[config.mk]
export PLATFORM = sky130hd
export DESIGN_NAME = sbf_store_buffer
export DESIGN_NICKNAME = d
export VERILOG_FILES = /design/src/sbf_pkg.sv /design/src/sbf_store_buffer.sv
export VERILOG_INCLUDE_DIRS = /design/src
export SDC_FILE = /design/constraint.sdc
export NUM_CORES = 1
export LEC_CHECK = 0
export BUFFER_PORTS_ARGS = -buffer_cell sky130_fd_sc_hd__buf_2
export CAP_MARGIN = 20
export CORE_UTILIZATION = 28
export DETAILED_ROUTE_END_ITERATION = 12
export GPL_TIMING_DRIVEN = 0
export PLACE_DENSITY = 0.49
export SYNTH_ARGS = -nofsm -noshare
export SYNTH_HDL_FRONTEND = slang
export SYNTH_SLANG_ARGS = --single-unit
[constraint.sdc]
create_clock -name i_sys_clk -period 12.7 [get_ports i_sys_clk]
set_input_delay 1.27 -clock i_sys_clk [delete_from_list [all_inputs] [get_ports i_sys_clk]]
set_output_delay 1.27 -clock i_sys_clk [all_outputs]
set_load 0.02 [all_outputs]
[src/sbf_cfg.svh]
// constants for the store buffer with local forwarding
`ifndef SBF_CFG_SVH
`define SBF_CFG_SVH

`define SBF_AW      32
`define SBF_DW      64
`define SBF_BEW     8
`define SBF_LANE_LSB 3
`define SBF_DEPTH   4

`endif

[src/sbf_pkg.sv]
// types for the store buffer with local forwarding
`default_nettype none
`include "sbf_cfg.svh"
package sbf_pkg;

    typedef enum logic [2:0] {
        SBF_UNORDERED_WRITE,
        SBF_RELEASE_WRITE,
        SBF_SEMAPHORE_WRITE,
        SBF_UNORDERED_READ,
        SBF_ACQUIRE_READ,
        SBF_SEMAPHORE_READ,
        SBF_ORDERING_BARRIER
    } sbf_op_e;

    typedef struct packed {
        sbf_op_e                 op;
        logic [`SBF_AW-1:0]      addr;
        logic [`SBF_DW-1:0]      data;
        logic [`SBF_BEW-1:0]     be;
    } sbf_req_s;

    typedef struct packed {
        logic [`SBF_AW-1:0]      addr;
        logic [`SBF_DW-1:0]      data;
        logic [`SBF_BEW-1:0]     be;
    } sbf_write_s;

    typedef struct packed {
        logic                    vld;
        logic                    sem;
        logic                    fence;
        sbf_write_s              wr;
    } sbf_entry_s;

    typedef enum logic [1:0] {
        SBF_LD_IDLE,
        SBF_LD_HOLD,
        SBF_LD_MEM
    } sbf_ld_state_e;

endpackage

`default_nettype wire

[src/sbf_store_buffer.sv]
// store buffer that forwards local writes to later local reads
//
// Behaviour
// RQ1: forward buffered data to unordered or acquire reads
// RQ2: forwarding keeps all local ordering constraints
// RQ3: same-address accesses resolved in program order
// RQ4: reads may pass earlier writes to other addresses
// RQ5: local visibility never after global visibility
// RQ6: write locally visible before any read returning it
// RQ7: no forwarding across an intervening ordering operation
// RQ8: barrier visible only after all earlier writes
// RQ9: visible barrier means earlier writes globally visible
// RQ10: acquire read precedes every later memory operation
// RQ11: release write does not order later reads
// RQ12: local visibility does not order remote observation
// RQ13: local dependency creates no remote ordering
// RQ14: overlapping different-size accesses may look non-atomic
// RQ15: no forwarding into or from semaphore operations
// RQ16: entries before a barrier block forwarding until drained
`timescale 1ns/100ps
`default_nettype none
`include "sbf_cfg.svh"

module sbf_store_buffer #(
    parameter int DEPTH = `SBF_DEPTH
) (
    // clock and reset
    input  wire logic                 i_sys_clk,
    input  wire logic                 i_rst_n,
    // request stream from the local pipeline, in program order
    input  wire logic                 i_req_valid,
    input  wire sbf_pkg::sbf_req_s    i_req,
    output logic                      o_req_ready,
    // read answer to the local pipeline
    output logic                      o_rsp_valid,
    output logic [`SBF_DW-1:0]        o_rsp_data,
    output logic                      o_rsp_fwd,
    // barrier completion
    output logic                      o_bar_done,
    // read port to the coherence domain
    output logic                      o_mem_rd_valid,
    output logic [`SBF_AW-1:0]        o_mem_rd_addr,
    input  wire logic                 i_mem_rd_ack,
    input  wire logic [`SBF_DW-1:0]   i_mem_rd_data,
    // drain port: ack marks the global visibility point
    output logic                      o_drain_valid,
    output sbf_pkg::sbf_write_s       o_drain,
    input  wire logic                 i_drain_ack
);

    localparam int IW = $clog2(DEPTH);
    localparam int CW = $clog2(DEPTH + 1);

    ////////////////////////////////////////////////////////////////////////////
    // state
    sbf_pkg::sbf_entry_s    ent_r   [DEPTH];
    sbf_pkg::sbf_entry_s    ent_nxt [DEPTH];
    logic [IW-1:0]          head_r, head_nxt;
    logic [CW-1:0]          count_r, count_nxt;
    sbf_pkg::sbf_ld_state_e st_r, st_nxt;
    sbf_pkg::sbf_req_s      ld_r, ld_nxt;
    logic                   bar_wait_r, bar_wait_nxt;
    logic                   req_ready_r, req_ready_nxt;
    logic                   rsp_valid_r, rsp_valid_nxt;
    logic [`SBF_DW-1:0]     rsp_data_r, rsp_data_nxt;
    logic                   rsp_fwd_r, rsp_fwd_nxt;
    logic                   bar_done_r, bar_done_nxt;
    logic                   mem_rd_r, mem_rd_nxt;
    logic                   drain_valid_r, drain_valid_nxt;
    sbf_pkg::sbf_write_s    drain_r, drain_nxt;

    ////////////////////////////////////////////////////////////////////////////
    // search of buffered writes for the held read
    logic                   any_fence;
    logic                   hit;
    logic [IW-1:0]          hit_idx;
    logic [IW-1:0]          idx;
    sbf_pkg::sbf_entry_s    yng;
    logic                   full_cov;

    always_comb begin
        any_fence = 1'b0;
        hit       = 1'b0;
        hit_idx   = '0;
        idx       = '0;
        for (int i = 0; i < DEPTH; i++) begin
            idx = head_r + IW'(i);
            if (ent_r[idx].vld) begin
                any_fence = any_fence | ent_r[idx].fence;
                // oldest to youngest, so the last overlap is the newest write
                if ((ent_r[idx].wr.addr[`SBF_AW-1:`SBF_LANE_LSB] == ld_r.addr[`SBF_AW-1:`SBF_LANE_LSB])
                    && ((ent_r[idx].wr.be & ld_r.be) != '0)) begin // [RQ3]
                    hit     = 1'b1;
                    hit_idx = idx;
                end
            end
        end
        yng   = ent_r[hit_idx];
        full_cov = ((yng.wr.be & ld_r.be) == ld_r.be);
    end

    ////////////////////////////////////////////////////////////////////////////
    // next state
    logic                   take;
    logic                   is_wr;
    logic                   is_rd;
    logic                   pop;
    logic [IW-1:0]          tail;
    logic [`SBF_DW-1:0]     merged;

    always_comb begin
        take          = i_req_valid & req_ready_r;
        is_wr         = (i_req.op == sbf_pkg::SBF_UNORDERED_WRITE) ||
                        (i_req.op == sbf_pkg::SBF_RELEASE_WRITE) ||
                        (i_req.op == sbf_pkg::SBF_SEMAPHORE_WRITE);
        is_rd         = (i_req.op == sbf_pkg::SBF_UNORDERED_READ) ||
                        (i_req.op == sbf_pkg::SBF_ACQUIRE_READ) ||
                        (i_req.op == sbf_pkg::SBF_SEMAPHORE_READ);
        pop           = drain_valid_r & i_drain_ack;
        tail          = head_r + count_r[IW-1:0];
        merged        = '0;
        for (int i = 0; i < DEPTH; i++) begin
            ent_nxt[i] = ent_r[i];
        end
        head_nxt      = head_r;
        count_nxt     = count_r;
        st_nxt        = st_r;
        ld_nxt        = ld_r;
        bar_wait_nxt  = bar_wait_r;
        rsp_valid_nxt = 1'b0;
        rsp_data_nxt  = rsp_data_r;
        rsp_fwd_nxt   = rsp_fwd_r;
        bar_done_nxt  = 1'b0;
        mem_rd_nxt    = mem_rd_r;

        // global visibility: drain strictly oldest first
        if (pop) begin // [RQ12] [RQ13]
            ent_nxt[head_r].vld   = 1'b0;
            ent_nxt[head_r].fence = 1'b0;
            head_nxt              = head_r + IW'(1);
        end

        if (take && is_wr) begin
            // entry is locally visible from the cycle after acceptance
            ent_nxt[tail].vld   = 1'b1; // [RQ5] [RQ6]
            ent_nxt[tail].sem   = (i_req.op == sbf_pkg::SBF_SEMAPHORE_WRITE);
            ent_nxt[tail].fence = 1'b0;
            ent_nxt[tail].wr    = '{addr: i_req.addr, data: i_req.data, be: i_req.be};
        end
        count_nxt = count_r + CW'(take && is_wr) - CW'(pop);

        // barrier completes once every earlier write is drained
        if (bar_wait_r && !any_fence) begin // [RQ8] [RQ9]
            bar_wait_nxt = 1'b0;
            bar_done_nxt = 1'b1;
        end

        // a new barrier in the completion cycle keeps its wait
        if (take && (i_req.op == sbf_pkg::SBF_ORDERING_BARRIER)) begin
            for (int i = 0; i < DEPTH; i++) begin
                if (ent_r[i].vld) begin
                    ent_nxt[i].fence = 1'b1; // [RQ16]
                end
            end
            bar_wait_nxt = 1'b1;
        end

        case (st_r)
            sbf_pkg::SBF_LD_IDLE: begin
                if (take && is_rd) begin
                    ld_nxt = i_req;
                    st_nxt = sbf_pkg::SBF_LD_HOLD;
                end
            end
            sbf_pkg::SBF_LD_HOLD: begin
                if (any_fence) begin
                    st_nxt = sbf_pkg::SBF_LD_HOLD; // [RQ7] [RQ8]
                end else if (ld_r.op == sbf_pkg::SBF_SEMAPHORE_READ) begin
                    if (!hit) begin // [RQ15]
                        st_nxt     = sbf_pkg::SBF_LD_MEM;
                        mem_rd_nxt = 1'b1;
                    end
                end else if (hit) begin
                    // forward only a whole, non-semaphore newest write
                    if (full_cov && !yng.sem && !yng.fence) begin // [RQ1] [RQ2] [RQ15] [RQ14]
                        for (int b = 0; b < `SBF_BEW; b++) begin
                            merged[b*8 +: 8] = ld_r.be[b] ? yng.wr.data[b*8 +: 8] : 8'h00;
                        end
                        rsp_valid_nxt = 1'b1;
                        rsp_data_nxt  = merged;
                        rsp_fwd_nxt   = 1'b1;
                        st_nxt        = sbf_pkg::SBF_LD_IDLE;
                    end
                end else begin
                    // no same-address write: pass earlier writes
                    st_nxt     = sbf_pkg::SBF_LD_MEM; // [RQ4] [RQ11]
                    mem_rd_nxt = 1'b1;
                end
            end
            sbf_pkg::SBF_LD_MEM: begin
                if (mem_rd_r && i_mem_rd_ack) begin
                    mem_rd_nxt    = 1'b0;
                    rsp_valid_nxt = 1'b1;
                    rsp_data_nxt  = i_mem_rd_data;
                    rsp_fwd_nxt   = 1'b0;
                    st_nxt        = sbf_pkg::SBF_LD_IDLE;
                end
            end
            default: begin
                st_nxt = sbf_pkg::SBF_LD_IDLE;
            end
        endcase

        // a held read blocks every later request
        req_ready_nxt   = (st_nxt == sbf_pkg::SBF_LD_IDLE) &&
                          (count_nxt < CW'(DEPTH)); // [RQ10]
        drain_valid_nxt = (count_nxt != '0);
        drain_nxt       = ent_nxt[head_nxt].wr;
    end

    ////////////////////////////////////////////////////////////////////////////
    // registers
    always_ff @(posedge i_sys_clk or negedge i_rst_n) begin
        if (!i_rst_n) begin
            for (int i = 0; i < DEPTH; i++) begin
                ent_r[i] <= '0;
            end
            head_r        <= '0;
            count_r       <= '0;
            st_r          <= sbf_pkg::SBF_LD_IDLE;
            ld_r          <= '0;
            bar_wait_r    <= 1'b0;
            req_ready_r   <= 1'b0;
            rsp_valid_r   <= 1'b0;
            rsp_data_r    <= '0;
            rsp_fwd_r     <= 1'b0;
            bar_done_r    <= 1'b0;
            mem_rd_r      <= 1'b0;
            drain_valid_r <= 1'b0;
            drain_r       <= '0;
        end else begin
            for (int i = 0; i < DEPTH; i++) begin
                ent_r[i] <= ent_nxt[i];
            end
            head_r        <= head_nxt;
            count_r       <= count_nxt;
            st_r          <= st_nxt;
            ld_r          <= ld_nxt;
            bar_wait_r    <= bar_wait_nxt;
            req_ready_r   <= req_ready_nxt;
            rsp_valid_r   <= rsp_valid_nxt;
            rsp_data_r    <= rsp_data_nxt;
            rsp_fwd_r     <= rsp_fwd_nxt;
            bar_done_r    <= bar_done_nxt;
            mem_rd_r      <= mem_rd_nxt;
            drain_valid_r <= drain_valid_nxt;
            drain_r       <= drain_nxt;
        end
    end

    ////////////////////////////////////////////////////////////////////////////
    // outputs
    assign o_req_ready    = req_ready_r;
    assign o_rsp_valid    = rsp_valid_r;
    assign o_rsp_data     = rsp_data_r;
    assign o_rsp_fwd      = rsp_fwd_r;
    assign o_bar_done     = bar_done_r;
    assign o_mem_rd_valid = mem_rd_r;
    assign o_mem_rd_addr  = ld_r.addr;
    assign o_drain_valid  = drain_valid_r;
    assign o_drain        = drain_r;

endmodule

`default_nettype wire

== After elaboration in Yosys (flattened, before gate mapping) ==
Cells that the tools add are included.
Operators by class
  add/subtract/negate cells: 6
  reduce and logical (&&, ||, !) cells: 34
  bitwise gates (word level): 17
  magnitude comparators: 10
  equal/unequal tests: 20
  muxes and demuxes: 107
Operators with widths (count)
  428-bit bitwise mux: 6
  107-bit binary-select mux with 2-bit select: 6
  107-bit demux with 2-bit select: 6
  107-bit 2-to-1 mux: 10
  428-bit 2-to-1 mux: 2
  64-bit 2-to-1 mux: 5
  106-bit 2-to-1 mux: 3
  104-bit 2-to-1 mux: 3
  105-bit 2-to-1 mux: 2
  64-bit case mux with 2 select lines: 1
  29-bit equality test: 4
  8-bit 2-to-1 mux: 8
  8-bit bitwise AND: 5
  1-bit 2-to-1 mux: 35
  2-bit 2-to-1 mux: 16
  8-bit nonzero test: 4
  3-bit greater-or-equal comparator (second input constant): 7
  2-bit NOT with 3-bit output: 7
  1-bit logical AND: 14
  3-bit equality test (second input constant): 4
  2-bit inequality test (second input constant): 6
  8-bit equality test: 1
  3-bit by 2-bit equality test with 1-bit output (second input constant): 2
  3-bit by 1-bit < comparator with 1-bit output (second input constant): 2
  other kinds (22): 35
Word-level totals
  logic and storage cells: 235
  input bits: 176
  output and inout port bits: 206
  register bits: 653

== Logic depth before layout (Yosys ltp) ==
Gate-level depths: netlist (run 1).
  word-level depth: 30
  depth in mapped cells: 34
  depth with buffers taken out: 15

== Least setup slack after synthesis (run 1) ==
OpenSTA, ideal clock, no wires.
  kind: register to register
  from: register head_r[0]
  to: register rsp_data_r[10] (netlist: o_rsp_data[10])
  library setup time: 0.125 ns
  cell stages (with the launch flop): 34
  buffers on the path: 18
  arrival: 7.020 ns
  required time: 12.575 ns
  period minus slack after synthesis: 7.145 ns
  setup slack: 5.555 ns
  path through: dfrtp_1 buf_6 buf_4 buf_4 inv_1 buf_2 buf_2 clkbuf_1 clkbuf_1 clkbuf_1 clkbuf_1 clkbuf_1 ha_1 buf_2 buf_6 buf_6 buf_6 mux2i_1 o221ai_1 a2111oi_0 o2111ai_1 nand3b_1 or2_1 buf_2 a31oi_1 nand3_2 buf_4 mux2i_1 a211oi_1 nand4_1 o31ai_2 buf_6 buf_12 mux2_4
Between the ends
  word-level cells in the longest chain between the ends: 25
  elaborated cells between the ends (all ways): 78
  classes of those cells: add/sub: 3; eq/ne: 8; mux: 41; bitwise: 13; reduce/logical: 13
Ends and longest elaborated chain
  start: declaration: RTL line sbf_store_buffer.sv:58  | logic [IW-1:0] head_r, head_nxt;
  start signal: assignment: RTL line sbf_store_buffer.sv:245  | head_r <= head_nxt;
  branches (longest 25 deep; another with 2-bit by 1-bit adder with 2-bit output)
  end signal: assignment: RTL line sbf_store_buffer.sv:252  | rsp_data_r <= rsp_data_nxt;
  end: declaration: RTL line sbf_store_buffer.sv:65  | logic [`SBF_DW-1:0] rsp_data_r, rsp_data_nxt;
Parallel ways; which one is timed is not known. The select of a mux whose other input is x is not followed.
A chain may end at the register's enable or synchronous reset.

== Worst setup path in the final report (run 1) ==
  from: register head_r[0]
  to: register rsp_data_r[13] (netlist: o_rsp_data[13])
The elaborated chain is that of the path after synthesis.

==> results.sh, run 1 <==
export IMPL_status="complete, no violations"
export IMPL_finClkSkew_ns=0.0549
export IMPL_p_leak_nw=20.0
export IMPL_finalCritPeriodShare_pct=96.7
export IMPL_pin_count=382
export IMPL_cp_depth=30
export IMPL_final_hold_viol_count=0
export IMPL_grt_pass1_wl_um=268000
export IMPL_cpMostUsedCell="clkbuf_1"
export IMPL_critical_path_arrival_ns=12.94
export IMPL_worst_r2r_setup_slack_ns=0.42
export IMPL_place_area_um2=44400
export IMPL_reg2reg_from="head_r[0]"
export IMPL_async_flop_share_pct=100
export IMPL_fillCellCount=13900
export IMPL_dieArea_um2=142000
export IMPL_gr_total_overflow=0
export IMPL_start_util_pct=28.2
export IMPL_antenna_found_initial=55
export IMPL_worstPathBufferInverterCount=19
export IMPL_synth_flop_cell="dfrtp_1"
export IMPL_stdcell_area_um2=47300
export IMPL_nNetsFinal=3922
export IMPL_power_density_nw_per_um2=317
export IMPL_critPathMaxFanout=11
export IMPL_postCtsSetupRepairBufs=0
export IMPL_die_x_um=377
export IMPL_cts_buffers=82
export IMPL_syn_to_final_growth_pct=20.4
export IMPL_cp_slowest_cell="o41ai_1"
export IMPL_power_total_w=0.0150
export IMPL_placement_io_buffers=381
export IMPL_ys_seq_area_share_pct=41.6
export IMPL_crit_path_end_kind="register"
export IMPL_postRouteAntennaNets=0
export IMPL_gr_usage_all_layers_pct=27.0
export IMPL_fin_util_pct=34.0
export IMPL_num_rows=137
export IMPL_hold_end="bar_wait_r"
export IMPL_setup_viol=0
export IMPL_grt_pass1_vias=32200
export IMPL_synth_edff_count=0
export IMPL_rsz0062_at_grt="false"
export IMPL_drt_iter0_drc=4145
export IMPL_cts_tree="built"
export IMPL_avgSynthCellArea_um2=12.2
export IMPL_worstHoldStart="bar_wait_r"
export IMPL_cpLargestDelayFamily="buffers and inverters"
export IMPL_ctsHtreeMaxLevel=3
export IMPL_wl_per_cell_um=34.4
export IMPL_path_class="register to register"
export IMPL_cts_buffer_depth=3
export IMPL_cp_required_ns=13.36
export IMPL_grt_max_degree=108
export IMPL_drcViolationCount=0
export IMPL_ys_ff_latch=653
export IMPL_period_minus_slack_ns=12.28
export IMPL_worstMarginPinSlew_ns=1.28
export IMPL_hold_buffers=0
export IMPL_ys_types=94
export IMPL_startpoint_type="register"
export IMPL_max_slew_margin_pct=14.6
export IMPL_globalplace_congestion=0.984
export IMPL_peakVddDrop_v=0.000121
export IMPL_wl_um=196000
export IMPL_synthesis_nets=3415
export IMPL_cts_root_buf="clkbuf_16"
export IMPL_critPathMaxStageDelay_ns=0.90
export IMPL_fmax_mhz=81.4
export IMPL_vias=33200
export IMPL_coreArea_um2=139000
export IMPL_rr_worst_depth=30
export IMPL_whs_path_depth=1
export IMPL_layout_common_cells="dfrtp_1 (653), mux2_2 (517), buf_2 (401)"
export IMPL_yosys_warnings=0
export IMPL_syn_cell_area_um2=39300
export IMPL_timing_rr_end="o_rsp_data[13]"
export IMPL_syn_inst=3227
export IMPL_cap_violations=0
export IMPL_ctsResizeCount=0
export IMPL_maxSlewViolCount=0
export IMPL_final_common_cell="dfrtp_1"
export IMPL_holdCritPathClass="register to register"
export IMPL_clkLatencyLatePin_ns=0.72
export IMPL_cts_sinks=653
export IMPL_layout_drive_gt1_share_pct=38.7
export IMPL_clkTransAtPathRegs_ns=0.06
export IMPL_dp_hpwl_um=144000
export IMPL_avgViaCountPerCell=5.85
export IMPL_die_h_um=377
export IMPL_drt_pass1_iterations=9
## through the flow
step / setup slack [ns] / instances / setup TNS [ns] / hold WS [ns]
final: 0.418 / 5686 / 0 / 0.479
after global routing: 0.619 / 5678 / 0 / 0.504
after CTS: 0.937 / 5674 / 0 / 0.480
after detailed placement: 0.978 / 5524 / 0 / 0.467
after global placement: -4.76 / 5484 / -2983.75 / 0.455
after floorplan: 5.55 / 3227 / 0 / 0.441
## report_power, final
part	switching, W	leakage, nW	internal [W]	total, W
Clock	0.00103	1.42	0.00152	0.00255
Sequential	0.000887	8.35	0.00298	0.00387
Combinational	0.00500	10.3	0.00357	0.00857
Total	0.00691	20.0	0.00807	0.0150
## metal layers
metal	vias up	global-route usage [%]	share of wire [%]
li1	13500	-	-
met1	17200	35.6	40
met2	1968	41.3	45
met3	468	7.06	9.7
met4	36	12.6	5.1
met5	-	0	0.11
## area by class of cell
class | count | area [µm²] | area share [%]
diodes | 10 | 25.0 | 0.0529
plain buffers | 330 | 1680 | 3.54
clock buffers | 116 | 2390 | 5.05
clock inverters | 34 | 495 | 1.05
inverters | 51 | 191 | 0.404
multi-input cells | 2193 | 21200 | 44.7
flip-flops and latches | 653 | 16300 | 34.5
well taps | 1876 | 2350 | 4.96
repair buffers | 423 | 2700 | 5.71
## synth_stat cells, drive strengths merged (17+ instances only)
cell type / count / area share (%)
dfrtp: 653 / 42
mux2: 561 / 16
mux4: 208 / 12
clkbuf: 194 / 1.9
mux2i: 187 / 4.8
o21ai: 184 / 2.4
nand2: 167 / 1.6
o221ai: 144 / 3.2
buf: 136 / 2.3
o22ai: 120 / 1.9
a21oi: 97 / 1.2
xnor2: 97 / 2.2
inv: 50 / 0.48
nor2: 42 / 0.43
a211oi: 39 / 0.79
nand4: 25 / 0.40
a22oi: 22 / 0.42
nand3: 22 / 0.29
xor2: 21 / 0.47
a21o: 17 / 0.32
nor3: 17 / 0.24
## worst max-delay path by stage
stage / from / end / slack [ns]
floorplan: head_r[0] / o_rsp_data[10] / 5.55
global placement: i_rst_n / o_rsp_data[27] / -4.76
detailed placement: head_r[0] / o_rsp_data[45] / 0.98
CTS: head_r[0] / o_rsp_data[45] / 0.94
global route: head_r[0] / o_rsp_data[57] / 0.62
finish: head_r[0] / o_rsp_data[13] / 0.42
## logic make-up (layout without fill, tap and decap cells)
| group | count (synthesis) | count (layout) | synth area share [%] |
|---|---|---|---|
| AND/OR/NAND/NOR | 356 | 356 | 4.48 |
| adder cells (fa/ha/maj) | 12 | 12 | 0.401 |
| AO/OA/AOI/OAI | 751 | 751 | 13.1 |
| XOR/XNOR | 118 | 118 | 2.63 |
| multiplexers | 956 | 956 | 33.2 |
| other | 0 | 10 | 0 |
| buffers and inverters | 381 | 954 | 4.66 |
| flip-flops | 653 | 653 | 41.6 |
## state kept, by name, indices dropped and copies added (netlist names), named ones only
register        cells
bar_wait_r          1
count_r             3
ent_r             424
head_r              2
ld_r               11
o_bar_done          1
o_drain           104
o_drain_valid       1
o_mem_rd_addr      32
o_mem_rd_valid      1
o_req_ready         1
o_rsp_data         64
o_rsp_fwd           1
o_rsp_valid         1
st_r                2
Note: power is estimated with default switching activity, not from simulation.
==> run 2: changes to the inputs <==
- MAX_ROUTING_LAYER: unset -> met4
==> run 2 against run 1 <==
Critical path depth is 3 higher. Combinational power hardly changed. Sequential share of layout area is 0.12 points higher. Global-route usage is 0.73 points higher. Sequential power hardly changed. Cell count is 0.33% higher. Total power is 0.92% lower. Non-clock buffer count is 1 higher. Worst setup slack worse by 0.019 ns. Critical endpoint is now o_rsp_data[45].
==> results.sh, run 2 (synthesized netlist as in run 1, its figures left out) <==
export IMPL_postRouteAntennaNets=0
export IMPL_critPathMaxFanout=11
export IMPL_coreArea_um2=139000
export IMPL_cp_slowest_cell="clkbuf_1"
export IMPL_fmax_mhz=81.3
export IMPL_cpLargestDelayFamily="buffers and inverters"
export IMPL_finalWorstSetupSlack_ns=0.399
export IMPL_worstMarginPinSlew_ns=1.22
export IMPL_cts_tree="built"
export IMPL_tns_ns=0
export IMPL_grt_max_degree=113
export IMPL_layout_drive_gt1_share_pct=38.5
export IMPL_finalCritPeriodShare_pct=96.9
export IMPL_cts_buffer_depth=3
export IMPL_antenna_found_initial=54
export IMPL_largest_reg_flops=424
export IMPL_path_class="register to register"
export IMPL_hold_buffers=0
export IMPL_globalplace_congestion=0.985
export IMPL_cap_violations=0
export IMPL_gr_total_overflow=0
export IMPL_setup_viol=0
export IMPL_p_leak_nw=19.9
export IMPL_dieArea_um2=142000
export IMPL_ctsResizeCount=0
export IMPL_fillCellCount=14000
export IMPL_cts_buffers=83
export IMPL_max_slew_margin_pct=18.6
export IMPL_startpoint_type="register"
export IMPL_cts_root_buf="clkbuf_16"
export IMPL_clkLatencyLatePin_ns=0.71
export IMPL_grt_pass1_wl_um=267000
export IMPL_wl_um=195000
export IMPL_rsz0062_at_grt="false"
export IMPL_place_area_um2=44300
export IMPL_grt_pass1_vias=32400
export IMPL_ctsHtreeMaxLevel=3
export IMPL_dp_hpwl_um=143000
export IMPL_die_x_um=377
export IMPL_finClkSkew_ns=0.0359
export IMPL_holdCritPathClass="register to register"
export IMPL_clkTransAtPathRegs_ns=0.06
export IMPL_drt_pass1_iterations=6
export IMPL_start_util_pct=28.2
export IMPL_vias=33400
export IMPL_crit_path_end_kind="register"
export IMPL_maxSlewViolCount=0
export IMPL_pin_count=382
export IMPL_pre_cts_slack_ns=0.851
export IMPL_worstPathBufferInverterCount=19
export IMPL_cts_sinks=653
export IMPL_placement_io_buffers=381
export IMPL_critPathMaxStageDelay_ns=0.87
export IMPL_syn_to_final_growth_pct=19.9
export IMPL_avgViaCountPerCell=5.85
export IMPL_stdcell_area_um2=47200
export IMPL_final_common_cell="dfrtp_1"
export IMPL_nNetsFinal=3924
export IMPL_drcViolationCount=0
export IMPL_status="complete, no violations"
export IMPL_die_h_um=377
export IMPL_num_rows=137
export IMPL_drt_iter0_drc=3948
export IMPL_gr_usage_all_layers_pct=27.8
export IMPL_period_minus_slack_ns=12.30
export IMPL_top_register="ent_r"
export IMPL_critical_path_arrival_ns=12.87
export IMPL_postCtsSetupRepairBufs=0
export IMPL_final_hold_viol_count=0
export IMPL_layout_common_cells="dfrtp_1 (653), mux2_2 (517), buf_2 (403)"
export IMPL_wl_per_cell_um=34.3
export IMPL_peakVddDrop_v=0.000138
export IMPL_power_density_nw_per_um2=315
export IMPL_cp_required_ns=13.27
-- run 2: cell count changes in the layout (fill, tap and decap cells not counted), moves of 4 or more --
cell	before	now
bufinv_16	10	5
diode_2	10	28
clkbuf_8	19	15
clkbuf_1	184	192
inv_6	1	6
-- run 2: per-layer routing --
metal	vias up	global-route usage, %	part of all wire (%)
met2	1870	41.4	45
met4	0	12.3	4.9
met5	-	-	0
met1	17500	35.1	41
li1	13500	-	-
met3	440	7.30	9.6
-- run 2: through the flow --
| stage | hold WS (ns) | util, % | cells | power, W |
|---|---|---|---|---|
| after global routing | 0.492 | 33.8 | 5701 | 0.0154 |
| after global placement | 0.452 | 31.3 | 5484 | 0.0121 |
| after detailed placement | 0.459 | 31.8 | 5521 | 0.0122 |
| after CTS | 0.472 | 33.7 | 5671 | 0.0147 |
| after floorplan | 0.441 | - | 3227 | 0.00891 |
| final | 0.469 | 33.8 | 5705 | 0.0148 |
-- run 2: area by class of cell --
type | instances | area (µm²) | share of cell area (%)
multi-input cells | 2193 | 21200 | 44.9
flip-flops and latches | 653 | 16300 | 34.6
repair buffers | 424 | 2680 | 5.69
clock buffers | 122 | 2370 | 5.03
well taps | 1876 | 2350 | 4.98
plain buffers | 330 | 1680 | 3.56
clock inverters | 28 | 318 | 0.674
inverters | 51 | 191 | 0.406
diodes | 28 | 70.1 | 0.149
-- run 2: report_power, final --
part	internal [W]	switching, W	total (W)
combinational	0.00357	0.00498	0.00855
clock	0.00140	0.00102	0.00242
sequential	0.00298	0.000896	0.00388
-- run 2: worst paths after layout --
path	start	endpoint	slack (ns)	cells after the start
worst max-delay path	head_r[0]	o_rsp_data[45]	0.40	33
worst min-delay path	bar_wait_r	bar_wait_r	0.47	1
worst max register to register	head_r[0]	o_rsp_data[45]	0.40	33
worst min register to register	bar_wait_r	bar_wait_r	0.47	1
max in group asynchronous	i_rst_n	o_rsp_data[54]	10.53	3
min in group asynchronous	i_rst_n	o_rsp_data[47]	0.50	1
-- run 2: worst register-to-register path, delay by kind of cell, from the launching register on --
kind	cells	cell delay (ns)
simple gates	4	1.37
buf+inv	19	6.91
flops	1	0.44
fa+ha+maj	1	0.26
compound gates	6	2.27
mux	3	0.91
